### src/core/wdt_pkg.sv
// package of constants and types for the watchdog reset timer
package wdt_pkg;

  // ----------------------------------------------------------------
  // register indices (byte address is index times four)
  // ----------------------------------------------------------------
  localparam logic [15:0] IDX_CSR = 16'hFFBE;
  localparam logic [15:0] IDX_CNT = 16'hFFBF;
  localparam logic [15:0] IDX_EVT = 16'hFFC0;
  localparam logic [15:0] IDX_MASK = 16'hFFC1;
  localparam int IDX_LSB = 2;
  localparam int IDX_MSB = 17;

  // ----------------------------------------------------------------
  // control/status bit positions
  // ----------------------------------------------------------------
  localparam int KEY_CWE = 7;
  localparam int POS_CWE = 6;
  localparam int KEY_RWE = 5;
  localparam int POS_RWE = 4;
  localparam int KEY_WATCHDOG_ENABLE = 3;
  localparam int POS_WATCHDOG_ENABLE = 2;
  localparam int KEY_RESET_CAUSE_FLAG = 1;
  localparam int POS_RESET_CAUSE_FLAG = 0;

  // ----------------------------------------------------------------
  // reset values and counts
  // ----------------------------------------------------------------
  localparam logic [7:0] CSR_RESET = 8'hAA;
  localparam logic [7:0] CNT_RESET = 8'h00;
  localparam logic [7:0] CNT_MAX = 8'hFF;
  localparam int DIV_RATIO_DEF = 8192;
  localparam int PRE_W = 13;
  localparam int RST_OSC_CYCLES = 512;
  localparam logic [8:0] RST_LAST = 9'(RST_OSC_CYCLES - 1);
  localparam logic [2:0] HSIZE_WORD = 3'h2;
  localparam int HTRANS_ACTIVE = 1;

  // ----------------------------------------------------------------
  // event bits of the interrupt status and mask registers
  // ----------------------------------------------------------------
  localparam int EVT_W = 2;
  localparam int EVT_OVF = 0;
  localparam int EVT_REFUSED = 1;

  // ----------------------------------------------------------------
  // types
  // ----------------------------------------------------------------
  typedef struct packed {
    logic cwe;
    logic rwe;
    logic watchdog_enable;
    logic reset_cause_flag;
  } csr_t;

  localparam csr_t CSR_FIELDS_RESET = '{cwe: 1'b0, rwe: 1'b0, watchdog_enable: 1'b0, reset_cause_flag: 1'b0};

  typedef struct packed {
    logic valid;
    logic write;
    logic [15:0] idx;
  } acc_t;

  typedef enum logic {
    WD_NORMAL = 1'b0,
    WD_PULSE = 1'b1
  } wd_state_t;

endpackage

### src/core/watchdog_reset_timer.sv
// watchdog reset timer with key-protected control register, AHB-Lite slave
//
// Summary of operation
// - key bits 7,5,3,1 always read one and never store written data
// - counter write enable changes only on reset or when bit 7 written zero alongside
// - counter loads on write only while counter write enable is one
// - register write enable gates every write to bits 2 and 0
// - enable sets on write bit3=0, bit2=1 with register write enable one
// - enable clears on reset or write bit3=0, bit2=0 under register write enable
// - counter counts only while watchdog enable is one
// - eight-bit up-counter advances once per clock/8192 tick
// - wrap from FF to 00 raises internal reset and sets reset cause
// - overflow reset goes chip-wide, not only to this block
// - overflow reset pulse lasts 512 oscillator cycles
// - reset cause flag set whenever overflow produces internal reset
// - cause flag clears on pin reset or write bit1=0, bit0=0 under enable
// - counting resumes upward from a written counter value
// - counter resets to 00, control register to AA
// - in low-power modes counter halts and control register holds
`timescale 1ns/1ps
`default_nettype none

module watchdog_reset_timer #(
  parameter int DIV_RATIO = wdt_pkg::DIV_RATIO_DEF
) (
  // clock and reset
  input wire logic hclk,
  input wire logic hresetn,
  // ahb-lite slave
  input wire logic hsel,
  input wire logic [31:0] haddr,
  input wire logic [1:0] htrans,
  input wire logic hwrite,
  input wire logic [2:0] hsize,
  input wire logic [31:0] hwdata,
  input wire logic hready,
  output logic [31:0] hrdata,
  output logic hreadyout,
  output logic hresp,
  // chip side
  input wire logic external_reset_pin_n,
  input wire logic low_power_halt,
  output logic chip_reset,
  output logic irq
);
  import wdt_pkg::*;

  // ----------------------------------------------------------------
  // declarations
  // ----------------------------------------------------------------
  acc_t acc_q, acc_d;
  logic late_q, late_d;
  logic [31:0] hrdata_q, hrdata_d;
  logic hreadyout_q, hreadyout_d;
  logic hresp_q;
  csr_t csr_q, csr_d;
  logic [7:0] cnt_q, cnt_d;
  logic [PRE_W-1:0] pre_q, pre_d;
  wd_state_t state_q, state_d;
  logic [8:0] rcnt_q, rcnt_d;
  logic chip_reset_q, chip_reset_d;
  logic [EVT_W-1:0] evt_q, evt_d;
  logic [EVT_W-1:0] mask_q, mask_d;
  logic irq_q, irq_d;
  logic pin_meta_q, pin_sync_q;
  logic take;
  logic mapped;
  logic wr_go;
  logic [7:0] wd;
  logic wr_csr, wr_cnt, wr_evt, wr_mask;
  logic tick;
  logic ovf;
  logic refused;
  logic [EVT_W-1:0] evt_set;

  // ----------------------------------------------------------------
  // register read value
  // ----------------------------------------------------------------
  function automatic logic [31:0] rd_value(input logic [15:0] idx);
    logic [31:0] v;
    v = '0;
    case (idx)
      IDX_CSR: begin
        v[KEY_CWE] = 1'b1;
        v[POS_CWE] = csr_q.cwe;
        v[KEY_RWE] = 1'b1;
        v[POS_RWE] = csr_q.rwe;
        v[KEY_WATCHDOG_ENABLE] = 1'b1;
        v[POS_WATCHDOG_ENABLE] = csr_q.watchdog_enable;
        v[KEY_RESET_CAUSE_FLAG] = 1'b1;
        v[POS_RESET_CAUSE_FLAG] = csr_q.reset_cause_flag;
      end
      IDX_CNT: v[7:0] = cnt_q;
      IDX_EVT: v[EVT_W-1:0] = evt_q;
      IDX_MASK: v[EVT_W-1:0] = mask_q;
      default: v = '0;
    endcase
    return v;
  endfunction

  // ----------------------------------------------------------------
  // external reset pin synchroniser
  // ----------------------------------------------------------------
  // pin is asynchronous to hclk, so two flops before any use
  always_ff @(posedge hclk or negedge hresetn) begin
    if (!hresetn) begin
      pin_meta_q <= 1'b1;
      pin_sync_q <= 1'b1;
    end else begin
      pin_meta_q <= external_reset_pin_n;
      pin_sync_q <= pin_meta_q;
    end
  end

  // ----------------------------------------------------------------
  // bus slave
  // ----------------------------------------------------------------
  // address phase decode; only whole aligned words are mapped
  assign take = hsel && htrans[HTRANS_ACTIVE] && hready;
  assign mapped = (haddr[31:IDX_MSB+1] == '0) && (haddr[IDX_LSB-1:0] == '0)
                  && (hsize == HSIZE_WORD);
  assign wr_go = acc_q.valid && acc_q.write && hreadyout_q;
  assign wd = hwdata[7:0];
  assign wr_csr = wr_go && (acc_q.idx == IDX_CSR);
  assign wr_cnt = wr_go && (acc_q.idx == IDX_CNT);
  assign wr_evt = wr_go && (acc_q.idx == IDX_EVT);
  assign wr_mask = wr_go && (acc_q.idx == IDX_MASK);

  // a read right behind a write waits one cycle so it sees the write
  always_comb begin
    acc_d = acc_q;
    late_d = 1'b0;
    hrdata_d = hrdata_q;
    hreadyout_d = 1'b1;
    if (late_q) begin
      hrdata_d = rd_value(acc_q.idx);
    end else if (hready) begin
      acc_d = '0;
      if (take) begin
        acc_d.valid = 1'b1;
        acc_d.write = hwrite;
        acc_d.idx = mapped ? haddr[IDX_MSB:IDX_LSB] : '0;
        if (!hwrite) begin
          if (wr_go) begin
            late_d = 1'b1;
            hreadyout_d = 1'b0;
          end else begin
            hrdata_d = mapped ? rd_value(haddr[IDX_MSB:IDX_LSB]) : '0;
          end
        end
      end
    end
  end

  // bus registers; response is always okay
  always_ff @(posedge hclk or negedge hresetn) begin
    if (!hresetn) begin
      acc_q <= '0;
      late_q <= 1'b0;
      hrdata_q <= 32'h0000_0000;
      hreadyout_q <= 1'b1;
      hresp_q <= 1'b0;
    end else begin
      acc_q <= acc_d;
      late_q <= late_d;
      hrdata_q <= hrdata_d;
      hreadyout_q <= hreadyout_d;
      hresp_q <= 1'b0;
    end
  end

  // ----------------------------------------------------------------
  // prescaler
  // ----------------------------------------------------------------
  // divider, held in low-power halt and cleared during the reset pulse
  always_comb begin
    pre_d = pre_q;
    tick = 1'b0;
    if (state_q == WD_PULSE) begin
      pre_d = '0;
    end else if (!low_power_halt) begin
      if (pre_q == PRE_W'(DIV_RATIO - 1)) begin
        pre_d = '0;
        tick = 1'b1;
      end else begin
        pre_d = PRE_W'(pre_q + 1'b1);
      end
    end
  end

  always_ff @(posedge hclk or negedge hresetn) begin
    if (!hresetn) begin
      pre_q <= '0;
    end else begin
      pre_q <= pre_d;
    end
  end

  // ----------------------------------------------------------------
  // counter
  // ----------------------------------------------------------------
  // a bus load takes precedence over a tick in the same cycle
  always_comb begin
    cnt_d = cnt_q;
    ovf = 1'b0;
    refused = wr_cnt && !csr_q.cwe;
    if (state_q == WD_PULSE) begin
      cnt_d = CNT_RESET;
    end else if (wr_cnt && csr_q.cwe) begin
      cnt_d = wd;
    end else if (tick && csr_q.watchdog_enable) begin
      cnt_d = 8'(cnt_q + 1'b1);
      ovf = (cnt_q == CNT_MAX);
    end
  end

  always_ff @(posedge hclk or negedge hresetn) begin
    if (!hresetn) begin
      cnt_q <= CNT_RESET;
    end else begin
      cnt_q <= cnt_d;
    end
  end

  // ----------------------------------------------------------------
  // control/status register
  // ----------------------------------------------------------------
  // key bits are not stored at all, so they cannot hold a written value
  always_comb begin
    csr_d = csr_q;
    if (wr_csr && !low_power_halt) begin
      if (!wd[KEY_CWE]) begin
        csr_d.cwe = wd[POS_CWE];
      end
      if (!wd[KEY_RWE]) begin
        csr_d.rwe = wd[POS_RWE];
      end
      // gate on bits 2 and 0
      if (csr_q.rwe) begin
        if (!wd[KEY_WATCHDOG_ENABLE]) begin
          csr_d.watchdog_enable = wd[POS_WATCHDOG_ENABLE];
        end
        if (!wd[KEY_RESET_CAUSE_FLAG] && !wd[POS_RESET_CAUSE_FLAG]) begin
          csr_d.reset_cause_flag = 1'b0;
        end
      end
    end
    if (!pin_sync_q) begin
      csr_d.reset_cause_flag = 1'b0;
    end
    // internal reset clears control bits but keeps the cause
    if (state_q == WD_PULSE) begin
      csr_d.cwe = 1'b0;
      csr_d.rwe = 1'b0;
      csr_d.watchdog_enable = 1'b0;
    end
    if (ovf) begin
      csr_d.reset_cause_flag = 1'b1;
    end
  end

  always_ff @(posedge hclk or negedge hresetn) begin
    if (!hresetn) begin
      csr_q <= CSR_FIELDS_RESET;
    end else begin
      csr_q <= csr_d;
    end
  end

  // ----------------------------------------------------------------
  // internal reset pulse
  // ----------------------------------------------------------------
  // pulse of fixed length
  always_comb begin
    state_d = state_q;
    rcnt_d = rcnt_q;
    chip_reset_d = chip_reset_q;
    case (state_q)
      WD_NORMAL: begin
        if (ovf) begin
          state_d = WD_PULSE;
          rcnt_d = RST_LAST;
          chip_reset_d = 1'b1;
        end
      end
      WD_PULSE: begin
        if (rcnt_q == '0) begin
          state_d = WD_NORMAL;
          chip_reset_d = 1'b0;
        end else begin
          rcnt_d = 9'(rcnt_q - 1'b1);
        end
      end
      default: begin
        state_d = WD_NORMAL;
        chip_reset_d = 1'b0;
      end
    endcase
  end

  always_ff @(posedge hclk or negedge hresetn) begin
    if (!hresetn) begin
      state_q <= WD_NORMAL;
      rcnt_q <= '0;
      chip_reset_q <= 1'b0;
    end else begin
      state_q <= state_d;
      rcnt_q <= rcnt_d;
      chip_reset_q <= chip_reset_d;
    end
  end

  // ----------------------------------------------------------------
  // interrupt status and mask
  // ----------------------------------------------------------------
  // write one clears; a new event in the same cycle still sets
  always_comb begin
    evt_set = '0;
    evt_set[EVT_OVF] = ovf;
    evt_set[EVT_REFUSED] = refused;
    evt_d = evt_q;
    if (wr_evt) begin
      evt_d = evt_q & ~wd[EVT_W-1:0];
    end
    evt_d = evt_d | evt_set;
    mask_d = wr_mask ? wd[EVT_W-1:0] : mask_q;
    irq_d = |(evt_d & mask_d);
  end

  always_ff @(posedge hclk or negedge hresetn) begin
    if (!hresetn) begin
      evt_q <= '0;
      mask_q <= '0;
      irq_q <= 1'b0;
    end else begin
      evt_q <= evt_d;
      mask_q <= mask_d;
      irq_q <= irq_d;
    end
  end

  // ----------------------------------------------------------------
  // outputs
  // ----------------------------------------------------------------
  assign hrdata = hrdata_q;
  assign hreadyout = hreadyout_q;
  assign hresp = hresp_q;
  assign chip_reset = chip_reset_q;
  assign irq = irq_q;

endmodule

`default_nettype wire

### config.mk
export PLATFORM = sky130hd
export DESIGN_NAME = watchdog_reset_timer
export DESIGN_NICKNAME = d
export VERILOG_FILES = /design/src/core/wdt_pkg.sv /design/src/core/watchdog_reset_timer.sv
export SDC_FILE = /design/constraint.sdc
export NUM_CORES = 1
export LEC_CHECK = 0
export ABC_AREA = 1
export BUFFER_PORTS_ARGS = -buffer_cell sky130_fd_sc_hd__buf_2
export CAP_MARGIN = 20
export CORE_ASPECT_RATIO = 1.1
export CORE_MARGIN = 5
export CORE_UTILIZATION = 48
export DETAILED_ROUTE_END_ITERATION = 6
export PLACE_DENSITY = 0.76
export SLEW_MARGIN = 20
export SYNTH_ARGS = -nofsm -noshare
export SYNTH_HDL_FRONTEND = slang
export SYNTH_SLANG_ARGS = --single-unit
### constraint.sdc
create_clock -name hclk -period 1.7 [get_ports hclk]
set_input_delay 0.34 -clock hclk [delete_from_list [all_inputs] [get_ports hclk]]
set_output_delay 0.34 -clock hclk [all_outputs]
set_load 0.1 [all_outputs]
# Word level (Yosys, flattened, before mapping)
# Index checks and enable logic that the tools add are counted.
dict set report totals {
  register_bits 95
  out_inout_bits 36
  wordCells 142
  input_bits 76
}
dict set report op_classes {
  addsub 3
  eq_ne 23
  bitwise 6
  muxes 54
  reduce_logical 36
}
# operator n
set op_table {}
lappend op_table {{$mux 32} 5}
lappend op_table {{$eq 16x16->1 const B} 8}
lappend op_table {{$mux 13} 3}
lappend op_table {{$mux 8} 4}
lappend op_table {{$mux 1} 26}
lappend op_table {{$pmux 6 s2} 2}
lappend op_table {{$mux 18} 1}
lappend op_table {{$mux 9} 2}
lappend op_table {{$pmux 9 s2} 1}
lappend op_table {{$mux 16} 1}
lappend op_table {{$pmux 2 s4} 2}
lappend op_table {{$logic_and 1x1->1} 15}
lappend op_table {{$logic_not 14->1} 1}
lappend op_table {{$add 13x1->13 const B} 1}
lappend op_table {{$eq 13x13->1 const B} 1}
lappend op_table {{$ne 2x1->1 const B} 6}
lappend op_table {{$reduce_and 2->1} 5}
lappend op_table {{$logic_not 9->1} 1}
lappend op_table {{$sub 9x1->9 const B} 1}
lappend op_table {{$add 8x1->8 const B} 1}
lappend op_table {{$eq 8x8->1 const B} 1}
lappend op_table {{$reduce_bool 2->1} 4}
lappend op_table {{$mux 2} 3}
lappend op_table {{$ne 2x2->1 const B} 3}
lappend op_table {{16 further kinds} 24}

# Longest topological paths before layout
dict set report logic_depth {
  ltp_word 11
  ltp_mapped 13
  depth_no_buf 13
}

# Worst setup path after synthesis
# OpenSTA, ideal clock, no wires.
dict set report synth_timing {
  kind {register -> register}
  start {register hreadyout_q, in the netlist hreadyout}
  end {register hrdata_q[3], in the netlist hrdata[3]}
  slack_ns -0.212
  stages_incl_launch_ff 11
  path_buffers 0
  setup_time_ns 0.065
  t_required_ns 1.635
  synth_period_minus_slack_ns 1.912
  arrival_ns 1.847
  path_cell_list {dfstp_2 nand3_1 inv_1 nor3_1 nand2_1 nand2_1 inv_1 nand2_1 nand2_1 a21oi_1 nand2_1}
}
dict set report synth_via {
  elab_chain_len 3
}
# item line_no
set synth_lines {}
lappend synth_lines {{start: declaration} watchdog_reset_timer.sv:54} ;# logic hreadyout_q, hreadyout_d;
lappend synth_lines {{start signal: assignment} watchdog_reset_timer.sv:167} ;# hreadyout_q <= hreadyout_d;
lappend synth_lines {{$logic_and 1x1->1} watchdog_reset_timer.sv:122} ;# assign wr_go = acc_q.valid && acc_q.write && hreadyout_q;
lappend synth_lines {{$ne 2x2->1 (no line)} --}
lappend synth_lines {{$reduce_and 4->1 (no line)} --}
lappend synth_lines {{end signal: assignment} watchdog_reset_timer.sv:166} ;# hrdata_q <= hrdata_d;
lappend synth_lines {{end: declaration} watchdog_reset_timer.sv:53} ;# logic [31:0] hrdata_q, hrdata_d;
# No other way between the ends.
# A chain may end at the register's enable or synchronous reset.

# Final worst setup path
dict set report layout_timing {
  start {register pre_q[1]}
  end {register rcnt_q[4]}
}
dict set report layout_via {
  elab_chain_len 10
}
# item line_no
set layout_lines {}
lappend layout_lines {{start: declaration} watchdog_reset_timer.sv:58} ;# logic [PRE_W-1:0] pre_q, pre_d;
lappend layout_lines {{start signal: assignment} watchdog_reset_timer.sv:195} ;# pre_q <= pre_d;
lappend layout_lines {{$eq 13x13->1} watchdog_reset_timer.sv:182} ;# if (pre_q == PRE_W'(DIV_RATIO - 1)) begin
lappend layout_lines {{$mux 1} watchdog_reset_timer.sv:182}
lappend layout_lines {{$mux 1} watchdog_reset_timer.sv:181} ;# end else if (!low_power_halt) begin
lappend layout_lines {{$mux 1} watchdog_reset_timer.sv:179} ;# if (state_q == WD_PULSE) begin
lappend layout_lines {{$logic_and 1x1->1} watchdog_reset_timer.sv:211} ;# end else if (tick && csr_q.watchdog_enable) begin
lappend layout_lines {{$mux 1} watchdog_reset_timer.sv:211}
lappend layout_lines {{$mux 1} watchdog_reset_timer.sv:209} ;# end else if (wr_cnt && csr_q.cwe) begin
lappend layout_lines {{$mux 1} watchdog_reset_timer.sv:207} ;# if (state_q == WD_PULSE) begin
lappend layout_lines {{$ne 2x2->1 (no line)} --}
lappend layout_lines {{$reduce_and 2->1 (no line)} --}
lappend layout_lines {{end signal: assignment} watchdog_reset_timer.sv:308} ;# rcnt_q <= rcnt_d;
lappend layout_lines {{end: declaration} watchdog_reset_timer.sv:60} ;# logic [8:0] rcnt_q, rcnt_d;
# No other way between the ends.

==> impl_metrics.json <==
{
  "timing.fmax_mhz": 607,
  "overflow": 0,
  "antenna_found_initial": 0,
  "drv_cap": 0,
  "rsz0062_at_grt": "true",
  "yosysWarnings": 0,
  "root_buffer": "clkbuf_8",
  "track_usage": 0.207,
  "grt_start_max_net_pins": 72,
  "holdCritPathClass": "primary input to async pin",
  "port_buffers": 61,
  "setup_violations": 0,
  "final_hold_viol_count": 8,
  "end_kind": "flop",
  "cts_tree": "done",
  "ioPinCount": 112,
  "place_ws_ns": -0.00305,
  "postSynthAreaPerCell_sq_um": 7.19,
  "clkPwrFrac": 0.376,
  "r2r_cells": 10,
  "combPwrFrac": 0.181,
  "power_leakage_nw": 2.46,
  "wl_per_cell_um": 13.6,
  "drtPass1Iterations": 5,
  "fp.dieW_um": 99.5,
  "irDropWorstVdd_v": 0.000367,
  "coreArea_sq_um": 8740,
  "die_h_um": 108,
  "antenna_cells": 0,
  "cp.arrival_ns": 1.95,
  "holdWs_ns": -0.0178,
  "design_area_sq_um": 5160,
  "drtAntennaViolNets": 0,
  "ys.flop_type": "dfrtp_1",
  "fillers": 762,
  "crit_type": "flop to flop",
  "busiest_layer": "met2",
  "synth-async-reset-ratio": 1.00,
  "critPathMaxFanout": 7,
  "post-route-min-period_ns": 1.65,
  "status": "finished with violations",
  "cts_buffers": 9,
  "synth_cells": 588,
  "drive_gt1_frac": 0.231,
  "start_kind": "flop",
  "place_congestion": 0.908,
  "drt-total-wl_mm": 10.9,
  "vias": 4161,
  "swShare": 0.326,
  "finClkSkew_ns": 0.00707,
  "finalPower_mw": 3.93,
  "p_int_mw": 2.65,
  "fin_nets": 761,
  "synth_top_area_frac": 0.402,
  "first_iter_violations": 196,
  "vias_per_cell": 5.19,
  "power_frac_seq": 0.443,
  "ys_top_cells_by_count": "nand2_1 (155), dfrtp_1 (68), nor2_1 (65)",
  "crit_required_ns": 2.00,
  "syn_to_final_growth_pct": 22.1,
  "synth-seq-cells": 71,
  "path_clk_slew_ns": 0.08,
  "drv_slew": 0,
  "powerDensity_nw_per_um2": 762,
  "clkSinkCount": 71,
  "p_sw_mw": 1.28,
  "yosysMostFrequentCell": "nand2_1",
  "violations": "negative hold slack",
  "syn_area_sq_um": 4230,
  "remaining_drc_errors": 0,
  "r2r_slack_ns": 0.05,
  "grt_pass1_vias": 4146,
  "met2_usage": 0.361,
  "use_met1": 0.234,
  "start_util": 0.484,
  "r2r-end": "rcnt_q[4]$_DFFE_PN0P_",
  "fin_ws_ns": 0.0515,
  "num_rows": 36,
  "synth_edf_count": 0,
  "r2r-start": "pre_q[1]$_DFFE_PN0P_",
  "h-tree-depth": 3,
  "place_area_sq_um": 4760,
  "die_area_sq_um": 10800,
  "synth_area_leaders": "dfrtp_1 (40%), nand2_1 (14%), o21ai_0 (7.1%)",
  "clkLatencyLatePin_ns": 0.36,
  "grtUsageMet3": 0.0490,
  "post-route-period-util": 0.970,
  "dp_hpwl_mm": 8.15,
  "cts_buffer_depth": 2,
  "synth_cell_types": 40,
  "synth_top_area_cell": "dfrtp_1",
  "grt_first_pass_wirelength_mm": 18.0,
  "seq_area_frac_synth": 0.421
}
-- placed cells by master (no fill, tap or decap), types with 2 or more instances in the layout --
master,count
nor3b_1,2
dfstp_2,2
clkinv_2,2
nand2_1,148
nor2_4,6
nor2_2,6
clkinvlp_4,2
o21ai_2,2
buf_6,4
nor3_1,15
ha_1,2
nor3_4,2
xor2_1,8
conb_1,25
buf_2,60
inv_2,7
nand4_1,10
o21ai_1,8
nand3_4,2
o21ai_0,54
nor2_1,55
o22ai_1,2
xnor2_1,2
buf_4,27
dfrtp_1,68
a21oi_1,13
clkbuf_8,9
or2_2,3
nor4_1,2
nand2_2,9
inv_1,57
bufinv_16,2
nand3_1,48
nand3_2,5
-- flip-flops by register name, indices dropped and copies added, names as in the netlist --
name / cells
acc_q: 18
pre_q: 13
rcnt_q: 9
cnt_q: 8
hrdata: 8
csr_q: 4
evt_q: 2
mask_q: 2
chip_reset: 1
hreadyout: 1
irq: 1
late_q: 1
pin_meta_q: 1
pin_sync_q: 1
state_q: 1
-- routing by layer --
| layer | wire length, um | share of wire | up-vias |
|---|---|---|---|
| li1 | - | - | 2054 |
| met1 | 4380 | 0.40 | 1944 |
| met2 | 5490 | 0.50 | 127 |
| met3 | 629 | 0.058 | 36 |
| met4 | 388 | 0.036 | 0 |
| met5 | 0 | 0 | - |
-- per-stage QoR --
| stage | util | instances | TNS (ns) |
|---|---|---|---|
| 2_1_floorplan | - | 612 | 0 |
| 3_3_place_gp | 0.544 | 780 | 0 |
| 3_5_place_dp | 0.544 | 780 | -0.00305 |
| 4_1_cts | 0.570 | 796 | 0 |
| 5_1_grt | 0.591 | 801 | -0.188 |
| 6_report | 0.591 | 801 | 0 |
-- timing repair --
item | 4_1_cts | 5_1_grt
resized for setup | 3 | 47
pin swaps | 0 | 12
buffers inserted | 0 | 5
hold buffers | 0 | 0
endpoints found under the setup margin | 7 | 34
-- power by group through the flow --
stage	Combinational [mW]	Clock (mW)	Sequential, mW
6_report	0.711	1.48	1.74
3_5_place_dp	0.709	0	1.78
2_1_floorplan	0.371	0	1.98
3_3_place_gp	0.704	0	1.77
5_1_grt	0.748	1.60	1.75
4_1_cts	0.711	1.51	1.74
-- worst max-delay path: stages (launching register included) --
cell and delay (ns):
dfrtp_1 0.37, ha_2 0.20, nand2_2 0.08, nor2_4 0.13, nand2_2 0.08, nor2_4 0.16
nand3_4 0.11, nor2_4 0.16, nand2_8 0.09, buf_6 0.14, nand3_1 0.08
-- layout make-up --
class                           instances  area [sq um]  share of cell area
Timing Repair Buffer                   92           568               0.110
Tap cell                              114           143              0.0276
Clock buffer                           10           128              0.0247
Inverter                               65           246              0.0477
Sequential cell                        71          1780               0.345
Clock inverter                          6          85.1              0.0165
Multi-Input combinational cell        443          2210               0.428
-- logic make-up (layout without fill, tap and decap cells) --
logic type,count (synthesis),count (layout),share of synthesized area
flops,71,71,0.421
xor+xnor,10,10,0.0207
buf+inv,98,173,0.111
fa+ha+maj,3,3,0.00888
other cells,1,25,0.000887
simple gates,318,318,0.329
compound gates,87,87,0.109
-- worst max path at each step --
stage,startpoint,endpoint,slack (ns),cells past startpoint
after detailed placement,pre_q[1]$_DFFE_PN0P_,pre_q[11]$_DFFE_PN0P_,-0.003,10
after CTS,rcnt_q[0]$_DFFE_PN0P_,rcnt_q[4]$_DFFE_PN0P_,0.002,11
after global placement,pre_q[0]$_DFFE_PN0P_,rcnt_q[5]$_DFFE_PN0P_,0.05,10
final,pre_q[1]$_DFFE_PN0P_,rcnt_q[4]$_DFFE_PN0P_,0.05,10
after floorplan,hreadyout$_DFF_PN1_,hrdata[3]$_DFFE_PN0P_,0.03,10
after global routing,rcnt_q[0]$_DFFE_PN0P_,rcnt_q[6]$_DFFE_PN0P_,-0.03,11
(Power assumes the default switching activity.)
